--- config.mk ---
export PLATFORM = sky130hd
export DESIGN_NAME = rct2_timer
export DESIGN_NICKNAME = d
export VERILOG_FILES = /design/src/core/rct2_pkg.sv /design/src/core/rct2_timer.sv
export SDC_FILE = /design/constraint.sdc
export NUM_CORES = 1
export LEC_CHECK = 0
export BUFFER_PORTS_ARGS = -buffer_cell sky130_fd_sc_hd__buf_2
export CORE_MARGIN = 8
export CORE_UTILIZATION = 52
export CTS_CLUSTER_SIZE = 25
export DETAILED_ROUTE_END_ITERATION = 16
export PLACE_DENSITY = 0.83
export SETUP_SLACK_MARGIN = 0.4
export SYNTH_ARGS = -nofsm -noshare
export SYNTH_HDL_FRONTEND = slang
export SYNTH_SLANG_ARGS = --single-unit
--- constraint.sdc ---
create_clock -name ref_clk -period 4.8 [get_ports ref_clk]
set_input_delay 0.48 -clock ref_clk [delete_from_list [all_inputs] [get_ports ref_clk]]
set_output_delay 0.48 -clock ref_clk [all_outputs]
set_load 0.03 [all_outputs]
--- src/core/rct2_pkg.sv ---
// Package of constants and types for the second reloadable countdown timer
package rct2_pkg;

   // Register indexes; the byte address on the bus is four times the index
   localparam logic [5:0] IDX_CTRL        = 6'h19;
   localparam logic [5:0] IDX_RELOAD_HIGH = 6'h1a;
   localparam logic [5:0] IDX_RELOAD_LOW  = 6'h1b;
   localparam logic [5:0] IDX_COUNT_HIGH  = 6'h1c;
   localparam logic [5:0] IDX_COUNT_LOW   = 6'h1d;
   localparam logic [5:0] IDX_THIRD_CTRL  = 6'h1e;
   localparam logic [5:0] IDX_IRQ_STATUS  = 6'h30;
   localparam logic [5:0] IDX_IRQ_CLEAR   = 6'h31;
   localparam logic [5:0] IDX_IRQ_ENABLE  = 6'h32;
   localparam logic [5:0] IDX_COMMAND     = 6'h33;

   // Bus geometry
   localparam int         ADDR_W = 8;
   localparam logic [1:0] RESP_OKAY   = 2'h0;
   localparam logic [1:0] RESP_SLVERR = 2'h2;

   // Control byte: writable bits; bits 6 and 2 always zero
   localparam logic [7:0] CTRL_WMASK = 8'hbb;
   localparam logic [7:0] CTRL_RST   = 8'h00;
   localparam logic [7:0] RELOAD_RST = 8'h00;
   localparam logic [1:0] IRQ_RST    = 2'h0;

   // Interrupt status bit positions
   localparam int IRQ_BIT_UNDERFLOW = 0;
   localparam int IRQ_BIT_RX_HALT   = 1;

   // Command register bit positions
   localparam int CMD_BIT_START = 0;
   localparam int CMD_BIT_STOP  = 1;

   // Tick rates, derived into phase increments of a 24-bit accumulator
   localparam longint CLK_HZ       = 125000000;
   localparam longint FAST_TICK_HZ = 13560000;
   localparam longint SLOW_TICK_HZ = 212000;
   localparam int     NCO_W        = 24;
   localparam logic [NCO_W-1:0] FAST_INC =
      NCO_W'((FAST_TICK_HZ * (64'h1 << NCO_W)) / CLK_HZ);
   localparam logic [NCO_W-1:0] SLOW_INC =
      NCO_W'((SLOW_TICK_HZ * (64'h1 << NCO_W)) / CLK_HZ);

   // Start mode encodings
   typedef enum logic [1:0] {
      START_MANUAL   = 2'b00,
      START_TX_END   = 2'b01,
      START_LFO_NOUF = 2'b10,
      START_LFO_UF   = 2'b11
   } rct2_start_t;

   // Tick source encodings
   typedef enum logic [1:0] {
      TICK_FAST      = 2'b00,
      TICK_SLOW      = 2'b01,
      TICK_FIRST_UF  = 2'b10,
      TICK_PRECED_UF = 2'b11
   } rct2_tick_t;

   // Control register layout, shared by this and the next timer
   typedef struct packed {
      logic        haltOnReceive;
      logic        resv6;
      rct2_start_t startMode;
      logic        reloadOnZero;
      logic        resv2;
      rct2_tick_t  tickSource;
   } rct2_ctrl_t;

   // Events coming from the frontend around the timer
   typedef struct packed {
      logic txEnd;
      logic rxFirstBits;
      logic firstTimerUnderflow;
      logic precedingTimerUnderflow;
   } rct2_events_t;

endpackage

--- src/core/rct2_timer.sv ---
// Second reloadable 16-bit countdown timer with its AXI4-Lite register file
//
// Register access over AXI4-Lite is this design's own decision.
`timescale 1ns/1ps
// What this block does
// Halt-on-receive stops count after 4 received bits
// Oscillator trimming modes ignore halt-on-receive bit
// Mode 00 manual; mode 01 starts at transmission end
// Modes 10/11 trim oscillator, start/stop on edges
// Auto-restart set reloads and continues at zero, except in mode 10, which stops there
// Auto-restart clear counts to zero and stops
// Every underflow sets the timer interrupt flag
// Source 00 ticks 13.56 MHz, 01 212 kHz
// Source 10 ticks on first timer underflow
// Source 11 ticks on preceding timer underflow
// Start event loads 16-bit reload value
// Reload writes affect only the next start or auto-restart reload
// Reload bytes writable at 1Ah and 1Bh
// Live count readable at 1Ch and 1Dh
// Software avoids reading count during reception
// Next timer control at 1Eh, same layout
// This timer control register sits at 19h
// Decrement one per tick; underflow pulse out
// Reserved control bits read zero, ignore writes
module rct2_timer
   import rct2_pkg::*;
(
   // Clock and reset
   input  wire logic              ref_clk,
   input  wire logic              rst,
   // AXI4-Lite write address and data
   input  wire logic              s_axi_awvalid,
   output logic                   s_axi_awready,
   input  wire logic [ADDR_W-1:0] s_axi_awaddr,
   input  wire logic              s_axi_wvalid,
   output logic                   s_axi_wready,
   input  wire logic [31:0]       s_axi_wdata,
   input  wire logic [3:0]        s_axi_wstrb,
   // AXI4-Lite write response
   output logic                   s_axi_bvalid,
   input  wire logic              s_axi_bready,
   output logic [1:0]             s_axi_bresp,
   // AXI4-Lite read
   input  wire logic              s_axi_arvalid,
   output logic                   s_axi_arready,
   input  wire logic [ADDR_W-1:0] s_axi_araddr,
   output logic                   s_axi_rvalid,
   input  wire logic              s_axi_rready,
   output logic [31:0]            s_axi_rdata,
   output logic [1:0]             s_axi_rresp,
   // Frontend events, one-cycle pulses on ref_clk
   input  wire rct2_events_t      events,
   // Low-frequency oscillator pin, asynchronous
   input  wire logic              lowFreqOscPin,
   // Timer outputs
   output logic                   underflowPulse,
   output logic                   timerIrq,
   output rct2_ctrl_t             thirdTimerControl
);

   // Register state
   // The count keeps its last value once stopped
   rct2_ctrl_t ctrl_ff;
   rct2_ctrl_t thirdCtrl_ff;
   logic [7:0]  reloadHigh_ff;
   logic [7:0]  reloadLow_ff;
   logic [15:0] count_ff;
   logic        running_ff;
   logic        underflow_ff;
   logic [1:0]  irqStatus_ff;
   logic [1:0]  irqEnable_ff;

   // Bus state
   // Held halves let address and data come in any order
   logic              awHeld_ff;
   logic [ADDR_W-1:0] awAddr_ff;
   logic              wHeld_ff;
   logic [7:0]        wData_ff;
   logic              wLane0_ff;
   logic              bValid_ff;
   logic [1:0]        bResp_ff;
   logic              rValid_ff;
   logic [31:0]       rData_ff;
   logic [1:0]        rResp_ff;

   // Tick generators and pin synchroniser
   logic [NCO_W-1:0] fastAcc_ff;
   logic [NCO_W-1:0] slowAcc_ff;
   logic             fastTick_ff;
   logic             slowTick_ff;
   logic             lfoSync1_ff;
   logic             lfoSync2_ff;
   logic             lfoSync3_ff;
   logic             lfoLevel_ff;

   // Combinational terms
   // Decoded once so all processes agree on a write
   logic       writeFire;
   logic [5:0] writeIdx;
   logic       writeHit;
   logic       lfoRise;
   logic       lfoMode;
   logic       tick;
   logic       swStart;
   logic       swStop;
   logic       rxHalt;
   logic       startEvt;
   logic       stopEvt;
   logic       zeroHit;
   logic       underflowEvt;

   // Word index of an aligned byte address
   function automatic logic [5:0] wordIdx(input logic [ADDR_W-1:0] addr);
      return addr[ADDR_W-1:2];
   endfunction

   // Whether an address maps to a register
   function automatic logic isMapped(input logic [ADDR_W-1:0] addr);
      logic [5:0] idx;
      idx = wordIdx(addr);
      return (addr[1:0] == 2'h0) &&
             ((idx >= IDX_CTRL && idx <= IDX_THIRD_CTRL) ||
              (idx >= IDX_IRQ_STATUS && idx <= IDX_COMMAND));
   endfunction

   // Read value of a register; write-only ones read zero
   function automatic logic [7:0] readValue(input logic [5:0] idx);
      case (idx)
         IDX_CTRL:        return ctrl_ff;
         IDX_RELOAD_HIGH: return reloadHigh_ff;
         IDX_RELOAD_LOW:  return reloadLow_ff;
         IDX_COUNT_HIGH:  return count_ff[15:8];
         IDX_COUNT_LOW:   return count_ff[7:0];
         IDX_THIRD_CTRL:  return thirdCtrl_ff;
         IDX_IRQ_STATUS:  return {6'h00, irqStatus_ff};
         IDX_IRQ_ENABLE:  return {6'h00, irqEnable_ff};
         IDX_COMMAND:     return {7'h00, running_ff};
         default:         return 8'h00;
      endcase
   endfunction

   // One write and one read in flight at most
   // A second address waits for the commit
   // Handshake outputs straight from holding state
   assign s_axi_awready = !awHeld_ff;
   assign s_axi_wready  = !wHeld_ff;
   assign s_axi_bvalid  = bValid_ff;
   assign s_axi_bresp   = bResp_ff;
   assign s_axi_arready = !rValid_ff;
   assign s_axi_rvalid  = rValid_ff;
   assign s_axi_rdata   = rData_ff;
   assign s_axi_rresp   = rResp_ff;

   // A write commits once both halves are held and the last response is gone
   assign writeFire = awHeld_ff && wHeld_ff && !bValid_ff;
   assign writeIdx  = wordIdx(awAddr_ff);
   assign writeHit  = writeFire && wLane0_ff && isMapped(awAddr_ff);

   // Write address capture
   always_ff @(posedge ref_clk or posedge rst) begin
      if (rst) begin
         awHeld_ff <= 1'b0;
         awAddr_ff <= '0;
      end else if (s_axi_awvalid && !awHeld_ff) begin
         awHeld_ff <= 1'b1;
         awAddr_ff <= s_axi_awaddr;
      end else if (writeFire) begin
         awHeld_ff <= 1'b0;
      end
   end

   // Write data capture; only byte lane 0 carries register data
   // Upper lanes are ignored: registers are one byte
   always_ff @(posedge ref_clk or posedge rst) begin
      if (rst) begin
         wHeld_ff  <= 1'b0;
         wData_ff  <= 8'h00;
         wLane0_ff <= 1'b0;
      end else if (s_axi_wvalid && !wHeld_ff) begin
         wHeld_ff  <= 1'b1;
         wData_ff  <= s_axi_wdata[7:0];
         wLane0_ff <= s_axi_wstrb[0];
      end else if (writeFire) begin
         wHeld_ff <= 1'b0;
      end
   end

   // Write response; unmapped addresses answer SLVERR
   // Holding bready low stalls the next write too
   always_ff @(posedge ref_clk or posedge rst) begin
      if (rst) begin
         bValid_ff <= 1'b0;
         bResp_ff  <= RESP_OKAY;
      end else if (writeFire) begin
         bValid_ff <= 1'b1;
         bResp_ff  <= isMapped(awAddr_ff) ? RESP_OKAY : RESP_SLVERR;
      end else if (s_axi_bready) begin
         bValid_ff <= 1'b0;
      end
   end

   // Read channel; data sampled at the address handshake
   // Count bytes are two reads and may move between them;
   // Read them with the timer stopped
   always_ff @(posedge ref_clk or posedge rst) begin
      if (rst) begin
         rValid_ff <= 1'b0;
         rData_ff  <= 32'h0000_0000;
         rResp_ff  <= RESP_OKAY;
      end else if (s_axi_arvalid && !rValid_ff) begin
         rValid_ff <= 1'b1;
         rData_ff  <= {24'h00_0000, readValue(wordIdx(s_axi_araddr))};
         rResp_ff  <= isMapped(s_axi_araddr) ? RESP_OKAY : RESP_SLVERR;
      end else if (s_axi_rready) begin
         rValid_ff <= 1'b0;
      end
   end

   // Control registers; reserved bits masked off on write
   // The next timer's byte is only stored and passed out
   always_ff @(posedge ref_clk or posedge rst) begin
      if (rst) begin
         ctrl_ff      <= CTRL_RST;
         thirdCtrl_ff <= CTRL_RST;
      end else if (writeHit && writeIdx == IDX_CTRL) begin
         ctrl_ff <= wData_ff & CTRL_WMASK;
      end else if (writeHit && writeIdx == IDX_THIRD_CTRL) begin
         thirdCtrl_ff <= wData_ff & CTRL_WMASK;
      end
   end

   // Reload bytes; stored only, the counter picks them up at a start
   // A write mid-count leaves the countdown alone
   always_ff @(posedge ref_clk or posedge rst) begin
      if (rst) begin
         reloadHigh_ff <= RELOAD_RST;
         reloadLow_ff  <= RELOAD_RST;
      end else if (writeHit && writeIdx == IDX_RELOAD_HIGH) begin
         reloadHigh_ff <= wData_ff;
      end else if (writeHit && writeIdx == IDX_RELOAD_LOW) begin
         reloadLow_ff <= wData_ff;
      end
   end

   // Interrupt enable
   always_ff @(posedge ref_clk or posedge rst) begin
      if (rst) begin
         irqEnable_ff <= IRQ_RST;
      end else if (writeHit && writeIdx == IDX_IRQ_ENABLE) begin
         irqEnable_ff <= wData_ff[1:0];
      end
   end

   // Phase accumulators: the carry is the tick, jitter is one ref_clk period
   // Average rate is exact to a fraction of a ppm for the fast tick; the slow tick runs about 6 ppm low
   // No divided clock: all logic stays on ref_clk
   always_ff @(posedge ref_clk or posedge rst) begin
      if (rst) begin
         fastAcc_ff  <= '0;
         slowAcc_ff  <= '0;
         fastTick_ff <= 1'b0;
         slowTick_ff <= 1'b0;
      end else begin
         {fastTick_ff, fastAcc_ff} <= {1'b0, fastAcc_ff} + {1'b0, FAST_INC};
         {slowTick_ff, slowAcc_ff} <= {1'b0, slowAcc_ff} + {1'b0, SLOW_INC};
      end
   end

   // Oscillator pin: three stages, level moves only when stages 2 and 3 agree
   // The pin is free-running, so nothing else reads stage 1
   always_ff @(posedge ref_clk or posedge rst) begin
      if (rst) begin
         lfoSync1_ff <= 1'b0;
         lfoSync2_ff <= 1'b0;
         lfoSync3_ff <= 1'b0;
         lfoLevel_ff <= 1'b0;
      end else begin
         lfoSync1_ff <= lowFreqOscPin;
         lfoSync2_ff <= lfoSync1_ff;
         lfoSync3_ff <= lfoSync2_ff;
         if (lfoSync2_ff == lfoSync3_ff) begin
            lfoLevel_ff <= lfoSync3_ff;
         end
      end
   end

   // Rising edge of the filtered level; reset level equals idle pin
   assign lfoRise = (lfoSync2_ff == lfoSync3_ff) && lfoSync3_ff && !lfoLevel_ff;

   // Tick selection
   // Sibling underflows already are one-cycle pulses
   always_comb begin
      case (ctrl_ff.tickSource)
         TICK_FAST:      tick = fastTick_ff;
         TICK_SLOW:      tick = slowTick_ff;
         TICK_FIRST_UF:  tick = events.firstTimerUnderflow;
         TICK_PRECED_UF: tick = events.precedingTimerUnderflow;
         default:        tick = 1'b0;
      endcase
   end

   // Start and stop causes; a stop wins over a start in the same cycle
   // A start while running reloads at once
   // Software may restart without a stop first
   assign lfoMode  = ctrl_ff.startMode[1];
   assign swStart  = writeHit && writeIdx == IDX_COMMAND && wData_ff[CMD_BIT_START];
   assign swStop   = writeHit && writeIdx == IDX_COMMAND && wData_ff[CMD_BIT_STOP];
   assign rxHalt   = running_ff && !lfoMode && ctrl_ff.haltOnReceive
                     && events.rxFirstBits;
   assign startEvt = swStart
                     || (ctrl_ff.startMode == START_TX_END && events.txEnd)
                     || (lfoMode && lfoRise && !running_ff);
   assign stopEvt  = swStop || rxHalt || (lfoMode && lfoRise && running_ff);

   // Zero reached on a tick; trimming without underflow just stops there
   // Underflow is a tick at zero: reload N spans N+1 ticks
   // In mode 10 the count left at the stop is the result
   assign zeroHit      = running_ff && tick && count_ff == 16'h0000;
   assign underflowEvt = zeroHit && ctrl_ff.startMode != START_LFO_NOUF;

   // Counter and run state
   // A halt is never lost to a start in the same cycle
   always_ff @(posedge ref_clk or posedge rst) begin
      if (rst) begin
         count_ff   <= 16'h0000;
         running_ff <= 1'b0;
      end else if (stopEvt) begin
         running_ff <= 1'b0;
      end else if (startEvt) begin
         count_ff   <= {reloadHigh_ff, reloadLow_ff};
         running_ff <= 1'b1;
      end else if (zeroHit) begin
         if (ctrl_ff.reloadOnZero && underflowEvt) begin
            count_ff <= {reloadHigh_ff, reloadLow_ff};
         end else begin
            running_ff <= 1'b0;
         end
      end else if (running_ff && tick) begin
         count_ff <= count_ff - 16'h0001;
      end
   end

   // Underflow pulse for sibling timers
   // Registered: siblings see it a cycle after the tick
   always_ff @(posedge ref_clk or posedge rst) begin
      if (rst) begin
         underflow_ff <= 1'b0;
      end else begin
         underflow_ff <= underflowEvt;
      end
   end

   // Sticky status; a set in the clearing cycle survives the clear
   // Bit 0 marks underflow, bit 1 a halt by the receiver
   always_ff @(posedge ref_clk or posedge rst) begin
      if (rst) begin
         irqStatus_ff <= IRQ_RST;
      end else begin
         for (int i = 0; i < 2; i++) begin
            if ((i == IRQ_BIT_UNDERFLOW && underflowEvt)
                || (i == IRQ_BIT_RX_HALT && rxHalt)) begin
               irqStatus_ff[i] <= 1'b1;
            end else if (writeHit && writeIdx == IDX_IRQ_CLEAR && wData_ff[i]) begin
               irqStatus_ff[i] <= 1'b0;
            end
         end
      end
   end

   // Outputs
   // The interrupt is a level until cleared or masked
   assign underflowPulse    = underflow_ff;
   assign timerIrq          = |(irqStatus_ff & irqEnable_ff);
   assign thirdTimerControl = thirdCtrl_ff;

endmodule

== Word level (Yosys, flattened, before mapping) ==
Cells that the tools add are included.

* Flip-flop bits (word level): 137
* Input port bits: 64
* Word-level logic and storage cells: 163

* Add/sub/neg operators: 3
* $lt $le $gt $ge: 8
* Equal/unequal tests: 24
* Muxes and demuxes: 23
* Bitwise gates (word level): 4
* Reductions and logical operators: 67

{| class="wikitable"
|+ Operator list
! operator !! count
|-
| $pmux W8 S9 || 1
|-
| $mux W16 || 4
|-
| $eq A6 B5 Y1 const B || 10
|-
| $logic_and A1 B1 Y1 || 37
|-
| $eq A6 B6 Y1 const B || 6
|-
| $add A24 B15 Y25 const B || 1
|-
| $add A24 B21 Y25 const B || 1
|-
| $logic_not A16 Y1 || 1
|-
| $sub A16 B1 Y16 const B || 1
|-
| $mux W1 || 15
|-
| $ge A6 B5 Y1 const B || 2
|-
| $ge A6 B6 Y1 const B || 2
|-
| $le A6 B5 Y1 const B || 2
|-
| $le A6 B6 Y1 const B || 2
|-
| $reduce_bool A2 Y1 || 6
|-
| $logic_not A1 Y1 || 7
|-
| $logic_not A2 Y1 || 3
|-
| $logic_or A1 B1 Y1 || 6
|-
| $reduce_and A2 Y1 || 3
|-
| $reduce_bool A3 Y1 || 2
|-
| $eq A2 B1 Y1 const B || 2
|-
| $eq A2 B2 Y1 const B || 2
|-
| $mux W2 || 2
|-
| $pmux W1 S4 || 1
|-
| 8 further kinds || 10
|}

== Longest topological paths before layout ==
Gate-level depths: netlist of run 1.

* Word-level depth: 11
* Depth in mapped cells: 10
* Depth with buffers taken out: 8

== Least setup slack after synthesis of run 1 ==
No wires, ideal clock.

* Path kind: register to register
* Start: reg count_ff[0]
* End: reg count_ff[6]
* Arrival time: 2.571 ns
* Setup slack: 2.108 ns
* Cell stages (with the launch flop): 11
* Buffers on the path: 2
* Cell sequence: dfrtp_1 inv_1 ha_1 or4b_4 or4_4 or3_1 buf_6 nand2_4 buf_8 o21ai_1 a22o_1

* Cells in the longest elaborated chain, start to end: 6
* Elaborated cells between the ends (all ways): 11

{| class="wikitable"
|+ RTL lines
! item !! line !! RTL
|-
| start, declared || rct2_timer.sv:67 || <nowiki>logic [15:0] count_ff;</nowiki>
|-
| start signal, assigned || rct2_timer.sv:330 || <nowiki>count_ff <= {reloadHigh_ff, reloadLow_ff};</nowiki>
|-
| start signal, assigned || rct2_timer.sv:334 || <nowiki>count_ff <= {reloadHigh_ff, reloadLow_ff};</nowiki>
|-
| start signal, assigned || rct2_timer.sv:339 || <nowiki>count_ff <= count_ff - 16'h0001;</nowiki>
|-
| parallel branches: the longest is 6 deep, another holds $sub A16 B1 Y16 || n/a ||
|}

Parallel ways; which one is timed is not known. The select of a mux whose other input is x is not followed.
A chain may end at the register's enable or synchronous reset.

== Worst setup path after layout of run 1 ==
* Start: reg count_ff[0]
* End: reg count_ff[0]

Same word-level chain as after synthesis.

==> run_results.csv, run 1 <==
group,metric,value,unit
timing,layout_worst_path_cycle_share,0.641,
placement,post_placement_cell_count,774,
pwr,powerDensity,470,nW/um^2
yosys,synth_top_cells_by_area,"sky130_fd_sc_hd__dfrtp_1 51%, sky130_fd_sc_hd__mux2_2 8.6%, sky130_fd_sc_hd__xnor2_1 3.4%",
yosys,synthDominantCellAreaShare,0.511,
final_layout,final_nets,714,
run,timing.max_cap.violations,0,
timing,pin_slew_with_the_least_headroom_to_its_limit,1.05,ns
final_layout,drive_above_1_share,0.241,
drt,routed_via_density,5.87,
pwr,power.static_leakage,3.44,nW
yosys,synthMostInstantiatedCell,"sky130_fd_sc_hd__dfrtp_1",
floorplanning,io_pins,115,
global_routing,gr-total-overflow,0,
floorplanning,fp.coreArea,12000,um^2
drt,finalWirelength,14.7,mm
floorplanning,die_h,127,um
drt,detailroute.via_count,4729,
worst_hold_path,hp-start,"lowFreqOscPin",
yosys,syn_area_per_cell,11.0,um^2
drt,ant_nets,0,
worst_setup_path,setup.worst_path.class,"register to register",
timing,clock.fmax,325,MHz
worst_hold_path,timing.hold.worst_path_depth,1,
yosys,yosys_most_used_dff,"sky130_fd_sc_hd__dfrtp_1",
yosys,synth_common_cells,"131 x sky130_fd_sc_hd__dfrtp_1, 49 x sky130_fd_sc_hd__mux2_2, 42 x sky130_fd_sc_hd__nand2_1",
yosys,synth_warnings,0,
timing,setup_tns,0,ns
clock_tree,cts_buffer_depth,2,
worst_setup_path,timing.rr.start,"count_ff[0]",
pwr,fin_total_pwr,3.44,mW
timing,worst_clock_skew,0.00914,ns
placement,io_buffer_count,59,
yosys,number_of_flops_mapped_to_enable_cells_by_yosys,0,
clock_tree,htree_num_levels,4,
worst_setup_path,crit_path_start_kind,"register",
final_layout,layout.filler_cells,957,
timing,drv_slew,0,
placement,place_hpwl,10.3,mm
global_routing,grt_pass1_wl,24.4,mm
worst_setup_path,reg2reg_setup_slack,1.72,ns
worst_setup_path,worst_ep_required,5.12,ns
yosys,yosysUniqueCellTypes,68,
timing,setup_viol_count_final,0,
drt,drtPass1Iterations,5,
clock_tree,numClockSinks,131,
yosys,ys_ff_latch,131,
floorplanning,core.rowCount,40,
clock_tree,clkLatencyLatePin,0.43,ns
worst_setup_path,cell_count_of_the_worst_reg_to_reg_path,8,
final_layout,finish.utilization,0.610,
timing,timing.final.hold_violations,0,
floorplanning,die_width,127,um
yosys,synth_cell_area,6410,um^2
global_routing,grt_max_degree,75,
drt,first_drt_iteration_drcs,413,
final_layout,flow.area_growth_from_synthesis,14.2,%
global_routing,initial_antenna_violation_count,0,
worst_setup_path,end_kind,"register",
yosys,synthDominantAreaCellType,"sky130_fd_sc_hd__dfrtp_1",
drt,routedWlPerCell,18.2,um
final_layout,instances_no_fill,806,
run_status,status,"complete, no violations",
clock_tree,cts_hold_buf,0,
floorplanning,floorplan.initialDensity,0.534,
floorplanning,die-area,16100,um^2
timing,final.min_clock_period,3.08,ns
clock_tree,cts_buffers,17,
yosys,async_reset_ff_frac,1.00,
clock_tree,cts.repair.resized,0,
timing,timing.slew.headroom,0.292,
clock_tree,path_clk_slew,0.06,ns
drt,drcViolationCount,0,
global_routing,grtUsageTotal,0.191,
clock_tree,post-cts-setup-buffer-count,0,
worst_hold_path,holdPathEnd,"lfoSync1_ff",
clock_tree,tritoncts,"built",
yosys,syn_inst,584,
clock_tree,cts-root-buf,"sky130_fd_sc_hd__clkbuf_16",
final_layout,antenna_cells_inserted,0,
worst_hold_path,min_path_type,"primary input to register",
final_layout,area.sequential,3280,um^2
final_layout,area_of_the_multi_input_gates,2860,um^2
worst_setup_path,data_arrival_critical_path,3.39,ns
global_routing,first_global_vias,4881,
yosys,ys_seq_area_frac,0.511,
timing,rsz0062_at_grt,"false",
worst_setup_path,timing.critical_path.fanout_max,9,
placement,finalWeightedCongestion,0.878,
pwr,ir_drop,0.309,mV
worst_setup_path,crit-reg2reg-capture,"count_ff[0]",
[routing by layer]
| layer | part of all wire | routed length, um | GRT usage | vias up |
|---|---|---|---|---|
| met5 | 0 | 0 | 0 | - |
| met4 | 0.028 | 405 | 0.0938 | 0 |
| met3 | 0.064 | 943 | 0.0603 | 34 |
| met2 | 0.50 | 7370 | 0.318 | 179 |
| met1 | 0.41 | 5940 | 0.220 | 2350 |
| li1 | - | - | - | 2166 |
[power breakdown]
part / internal [mW] / switching, mW / total [mW]
sequential: 1.25 / 0.175 / 1.42
combinational: 0.282 / 0.395 / 0.677
clock: 0.835 / 0.506 / 1.34
[worst max-delay path, cell delays in order, from the launching register on]
cell,delay [ns]
sky130_fd_sc_hd__dfrtp_1,0.43
sky130_fd_sc_hd__inv_1,0.08
sky130_fd_sc_hd__ha_1,0.25
sky130_fd_sc_hd__or4b_4,0.52
sky130_fd_sc_hd__nor4_1,0.56
sky130_fd_sc_hd__a21oi_1,0.28
sky130_fd_sc_hd__o21bai_2,0.51
sky130_fd_sc_hd__nor2_1,0.12
sky130_fd_sc_hd__o22a_1,0.22
[cell type report]
| type | instances | share of cell area |
|---|---|---|
| clock inverter | 14 | 0.0241 |
| clock buffer | 18 | 0.0599 |
| multi-input combinational | 414 | 0.390 |
| sequential | 131 | 0.447 |
| timing repair buffer | 60 | 0.0413 |
| inverter | 22 | 0.0116 |
| tap | 147 | 0.0251 |
[sequential cells by signal, summed over array words and instances, names as in the netlist, 2 cells and up]
register and count:
awAddr_ff 8, count_ff 16, ctrl_ff 6, fastAcc_ff 21
irqEnable_ff 2, irqStatus_ff 2, reloadHigh_ff 8, reloadLow_ff 8
s_axi_rdata 8, slowAcc_ff 23, thirdTimerControl 6, wData_ff 8
[cells by family after synthesis]
kind of cell | Yosys count | share of synthesized area
adders and majority gates | 4 | 0.00781
DFF | 131 | 0.511
buffers and inverters | 66 | 0.0585
and+or+nand+nor | 165 | 0.136
muxes | 58 | 0.102
other | 1 | 0.000585
AOI/OAI and AO/OA | 122 | 0.133
xor gates and xnor gates | 37 | 0.0505
[metrics by stage]
step	area, um^2	hold slack, ns	setup slack, ns
after detailed placement	6710	0.346	1.77
after floorplan	6510	0.331	0.822
after CTS	7330	0.141	1.77
after global routing	7330	0.139	1.55
after global placement	6710	0.339	1.86
final	7330	0.153	1.72
[cells in the final DEF, fill, tap and decap left out, types with 7 or more instances in the layout]
| cell type | netlist | routed |
|---|---|---|
| sky130_fd_sc_hd__nand2_1 | 42 | 42 |
| sky130_fd_sc_hd__a21oi_1 | 20 | 20 |
| sky130_fd_sc_hd__a2bb2oi_1 | 7 | 7 |
| sky130_fd_sc_hd__nor2b_1 | 8 | 8 |
| sky130_fd_sc_hd__clkbuf_16 | 0 | 17 |
| sky130_fd_sc_hd__nand3_1 | 14 | 14 |
| sky130_fd_sc_hd__dfrtp_1 | 131 | 131 |
| sky130_fd_sc_hd__xor2_1 | 12 | 12 |
| sky130_fd_sc_hd__nor2_1 | 34 | 34 |
| sky130_fd_sc_hd__a22o_1 | 11 | 11 |
| sky130_fd_sc_hd__inv_1 | 22 | 21 |
| sky130_fd_sc_hd__mux2i_1 | 8 | 8 |
| sky130_fd_sc_hd__conb_1 | 1 | 28 |
| sky130_fd_sc_hd__buf_2 | 3 | 59 |
| sky130_fd_sc_hd__nor3_1 | 15 | 15 |
| sky130_fd_sc_hd__xnor2_1 | 25 | 25 |
| sky130_fd_sc_hd__mux2_2 | 49 | 49 |
| sky130_fd_sc_hd__a22oi_1 | 17 | 17 |
| sky130_fd_sc_hd__o21ai_0 | 25 | 25 |
[how the worst max path moves through the flow]
stage	startpoint	to	slack [ns]	cells after the start
after floorplan	rst	awAddr_ff[0]	0.82	1
after global placement	count_ff[0]	count_ff[0]	1.86	8
after detailed placement	count_ff[0]	count_ff[0]	1.77	8
after CTS	count_ff[0]	count_ff[0]	1.77	8
after global routing	count_ff[0]	count_ff[0]	1.55	8
final	count_ff[0]	count_ff[0]	1.72	8
(Power assumes the default switching activity.)
==> inputs of run 2 (changes only) <==
clock period = 3.2 ns   (was 4.8 ns; I/O delays follow)
==> run 2 against run 1 <==
Net effect: first-iteration DRC count is 5.6% lower; routed wire length is 1.1% higher; core utilization is 0.58 points higher; clock power is 43% higher; non-clock buffer count is 7 higher; setup slack worse by 1.2 ns; sequential share of layout area is 0.41 points lower; sequential power is 51% higher; critical endpoint is now count_ff[6]; largest power group unchanged.
==> run_results.csv, run 2 (synthesis results as in run 1) <==
group,metric,value,unit
timing,setup_viol_count_final,0,
floorplanning,io_pins,115,
timing,setup_tns,0,ns
worst_setup_path,timing.critical_path.fanout_max,11,
worst_setup_path,critical_path.startpoint,"count_ff[0]",
timing,layout_worst_path_cycle_share,0.843,
timing,rsz0062_at_grt,"false",
floorplanning,fp.coreArea,12000,um^2
worst_setup_path,worst_path_dominant_cell_family,"simple AND/OR/NAND/NOR gates",
pwr,power.share.clock,0.373,
clock_tree,cts_buffers,17,
pwr,ir_drop,0.397,mV
global_routing,gr-total-overflow,0,
clock_tree,path_clk_slew,0.06,ns
timing,worst_clock_skew,0.00680,ns
pwr,netSwitchingFraction,0.316,
final_layout,antenna_cells_inserted,0,
global_routing,first_global_vias,4885,
final_layout,largest_register,"slowAcc_ff",
clock_tree,htree_num_levels,4,
worst_setup_path,worst_ep_required,3.50,ns
timing,pin_slew_with_the_least_headroom_to_its_limit,1.07,ns
worst_setup_path,data_arrival_critical_path,3.00,ns
global_routing,grtUsageTotal,0.190,
final_layout,final_design_area_no_fill,7400,um^2
floorplanning,die-area,16100,um^2
clock_tree,cts-root-buf,"sky130_fd_sc_hd__clkbuf_16",
placement,io_buffer_count,59,
worst_setup_path,worst_path_max_delay_cell,"sky130_fd_sc_hd__or4_4",
worst_setup_path,crit-reg2reg-capture,"count_ff[6]",
final_layout,largest_reg_flops,23,
placement,place_hpwl,10.7,mm
worst_setup_path,path_cells,"inv_2 > ha_4 > or4b_4 > or4_4 > or3_4 > nand2_8 > o21ai_1 > a22o_1",
drt,routedWlPerCell,18.2,um
pwr,powerDensity,691,nW/um^2
final_layout,flow.area_growth_from_synthesis,15.3,%
final_layout,final_nets,721,
worst_setup_path,critical_path.max_stage_delay,0.55,ns
global_routing,grt_pass1_wl,24.6,mm
drt,detailroute.via_count,4778,
drt,finalWirelength,14.8,mm
clock_tree,cts_buffer_depth,2,
pwr,seq_power_share,0.421,
worst_setup_path,critical_path_cell_count,8,
timing,clock.fmax,371,MHz
worst_setup_path,cell_count_of_the_worst_reg_to_reg_path,8,
timing,timing.slew.headroom,0.287,
worst_hold_path,min_path_type,"primary input to register",
global_routing,grt_max_degree,48,
floorplanning,core.rowCount,40,
worst_setup_path,timing.rr.start,"count_ff[0]",
clock_tree,numClockSinks,131,
placement,placed_cell_area,6760,um^2
worst_setup_path,setup.worst_path.class,"register to register",
pwr,total_switching_power,1.61,mW
final_layout,most_common_cell_after_layout_fill_and_taps_aside,"sky130_fd_sc_hd__dfrtp_1",
global_routing,initial_antenna_violation_count,0,
floorplanning,die_width,127,um
timing,drv_slew,0,
worst_setup_path,setup.worst_path.end,"count_ff[6]",
pwr,power_share_of_the_combinational_group,0.206,
drt,drcViolationCount,0,
final_layout,mostFrequentLayoutCells,"130 x sky130_fd_sc_hd__dfrtp_1, 59 x sky130_fd_sc_hd__buf_2, 49 x sky130_fd_sc_hd__mux2_2",
floorplanning,die_h,127,um
drt,drtPass1Iterations,5,
final_layout,reg.largest.list,"slowAcc_ff (23), fastAcc_ff (21), count_ff (16)",
timing,timing.final.hold_violations,0,
drt,first_drt_iteration_drcs,390,
clock_tree,clkLatencyLatePin,0.42,ns
placement,finalWeightedCongestion,0.927,
pwr,power.static_leakage,3.47,nW
run,timing.max_cap.violations,0,
final_layout,drive_above_1_share,0.254,
worst_setup_path,crit_path_start_kind,"register",
timing,final.min_clock_period,2.70,ns
worst_setup_path,worst-path-buf-inv,1,
run_status,status,"complete, no violations",
clock_tree,tritoncts,"built",
pwr,internal_power,3.50,mW
drt,ant_nets,0,
floorplanning,floorplan.initialDensity,0.534,
worst_setup_path,reg2reg_setup_slack,0.50,ns
drt,routed_via_density,5.88,
worst_setup_path,end_kind,"register",
## run 2: power by group through the flow
stage               combinational, mW  sequential [mW]  clock [mW]
global placement                0.973             2.15           0
finish                           1.05             2.15        1.91
detailed placement               1.01             2.16           0
global route                     1.16             2.19        2.02
CTS                              1.02             2.14        1.94
floorplan                       0.791             2.10           0
## run 2: final cells by class
class                           count  area [um^2]
Inverter                           22         86.3
Fill cell                         925         4620
Multi-Input combinational cell    414         2900
Clock inverter                     14          151
Tap cell                          147          184
Timing Repair Buffer               67          358
Clock buffer                       18          439
Sequential cell                   131         3280
## run 2: repair_timing
| action | in CTS | in global routing |
|---|---|---|
| gates resized for setup | 3 | 6 |
| pin swaps | 0 | 2 |
| hold buffers | 1 | 0 |
| setup buffers | 0 | 0 |
| endpoints found under the setup margin | 8 | 14 |
| endpoints found under the hold margin | 1 | 0 |
## run 2: how the worst min path moves through the flow
stage | slack, ns | cells past startpoint | from | to
2_1_floorplan | 0.33 | 0 | lfoSync1_ff | lfoSync2_ff
3_3_place_gp | 0.37 | 0 | lfoSync1_ff | lfoSync2_ff
3_5_place_dp | 0.37 | 0 | lfoSync1_ff | lfoSync2_ff
4_1_cts | 0.07 | 2 | s_axi_bready | s_axi_bvalid
5_1_grt | 0.11 | 2 | s_axi_rready | s_axi_rvalid
6_report | 0.09 | 2 | s_axi_bready | s_axi_bvalid
## run 2: through the flow
step           utilization  total power, mW  std cells  hold slack, ns  worst slack [ns]
2_1_floorplan            -             2.89        611           0.331             0.508
3_3_place_gp         0.563             3.12        780           0.366             0.347
3_5_place_dp         0.563             3.17        780           0.365             0.322
4_1_cts              0.614             5.10        813          0.0731             0.416
5_1_grt              0.616             5.37        813           0.113             0.403
6_report             0.616             5.11        813          0.0937             0.503
## run 2: layer usage
metal / routed length [um] / share of wire / track usage
met1: 5990 / 0.40 / 0.222
met2: 7390 / 0.50 / 0.318
met5: 0 / 0 / 0
met4: 433 / 0.029 / 0.0959
met3: 1010 / 0.068 / 0.0520
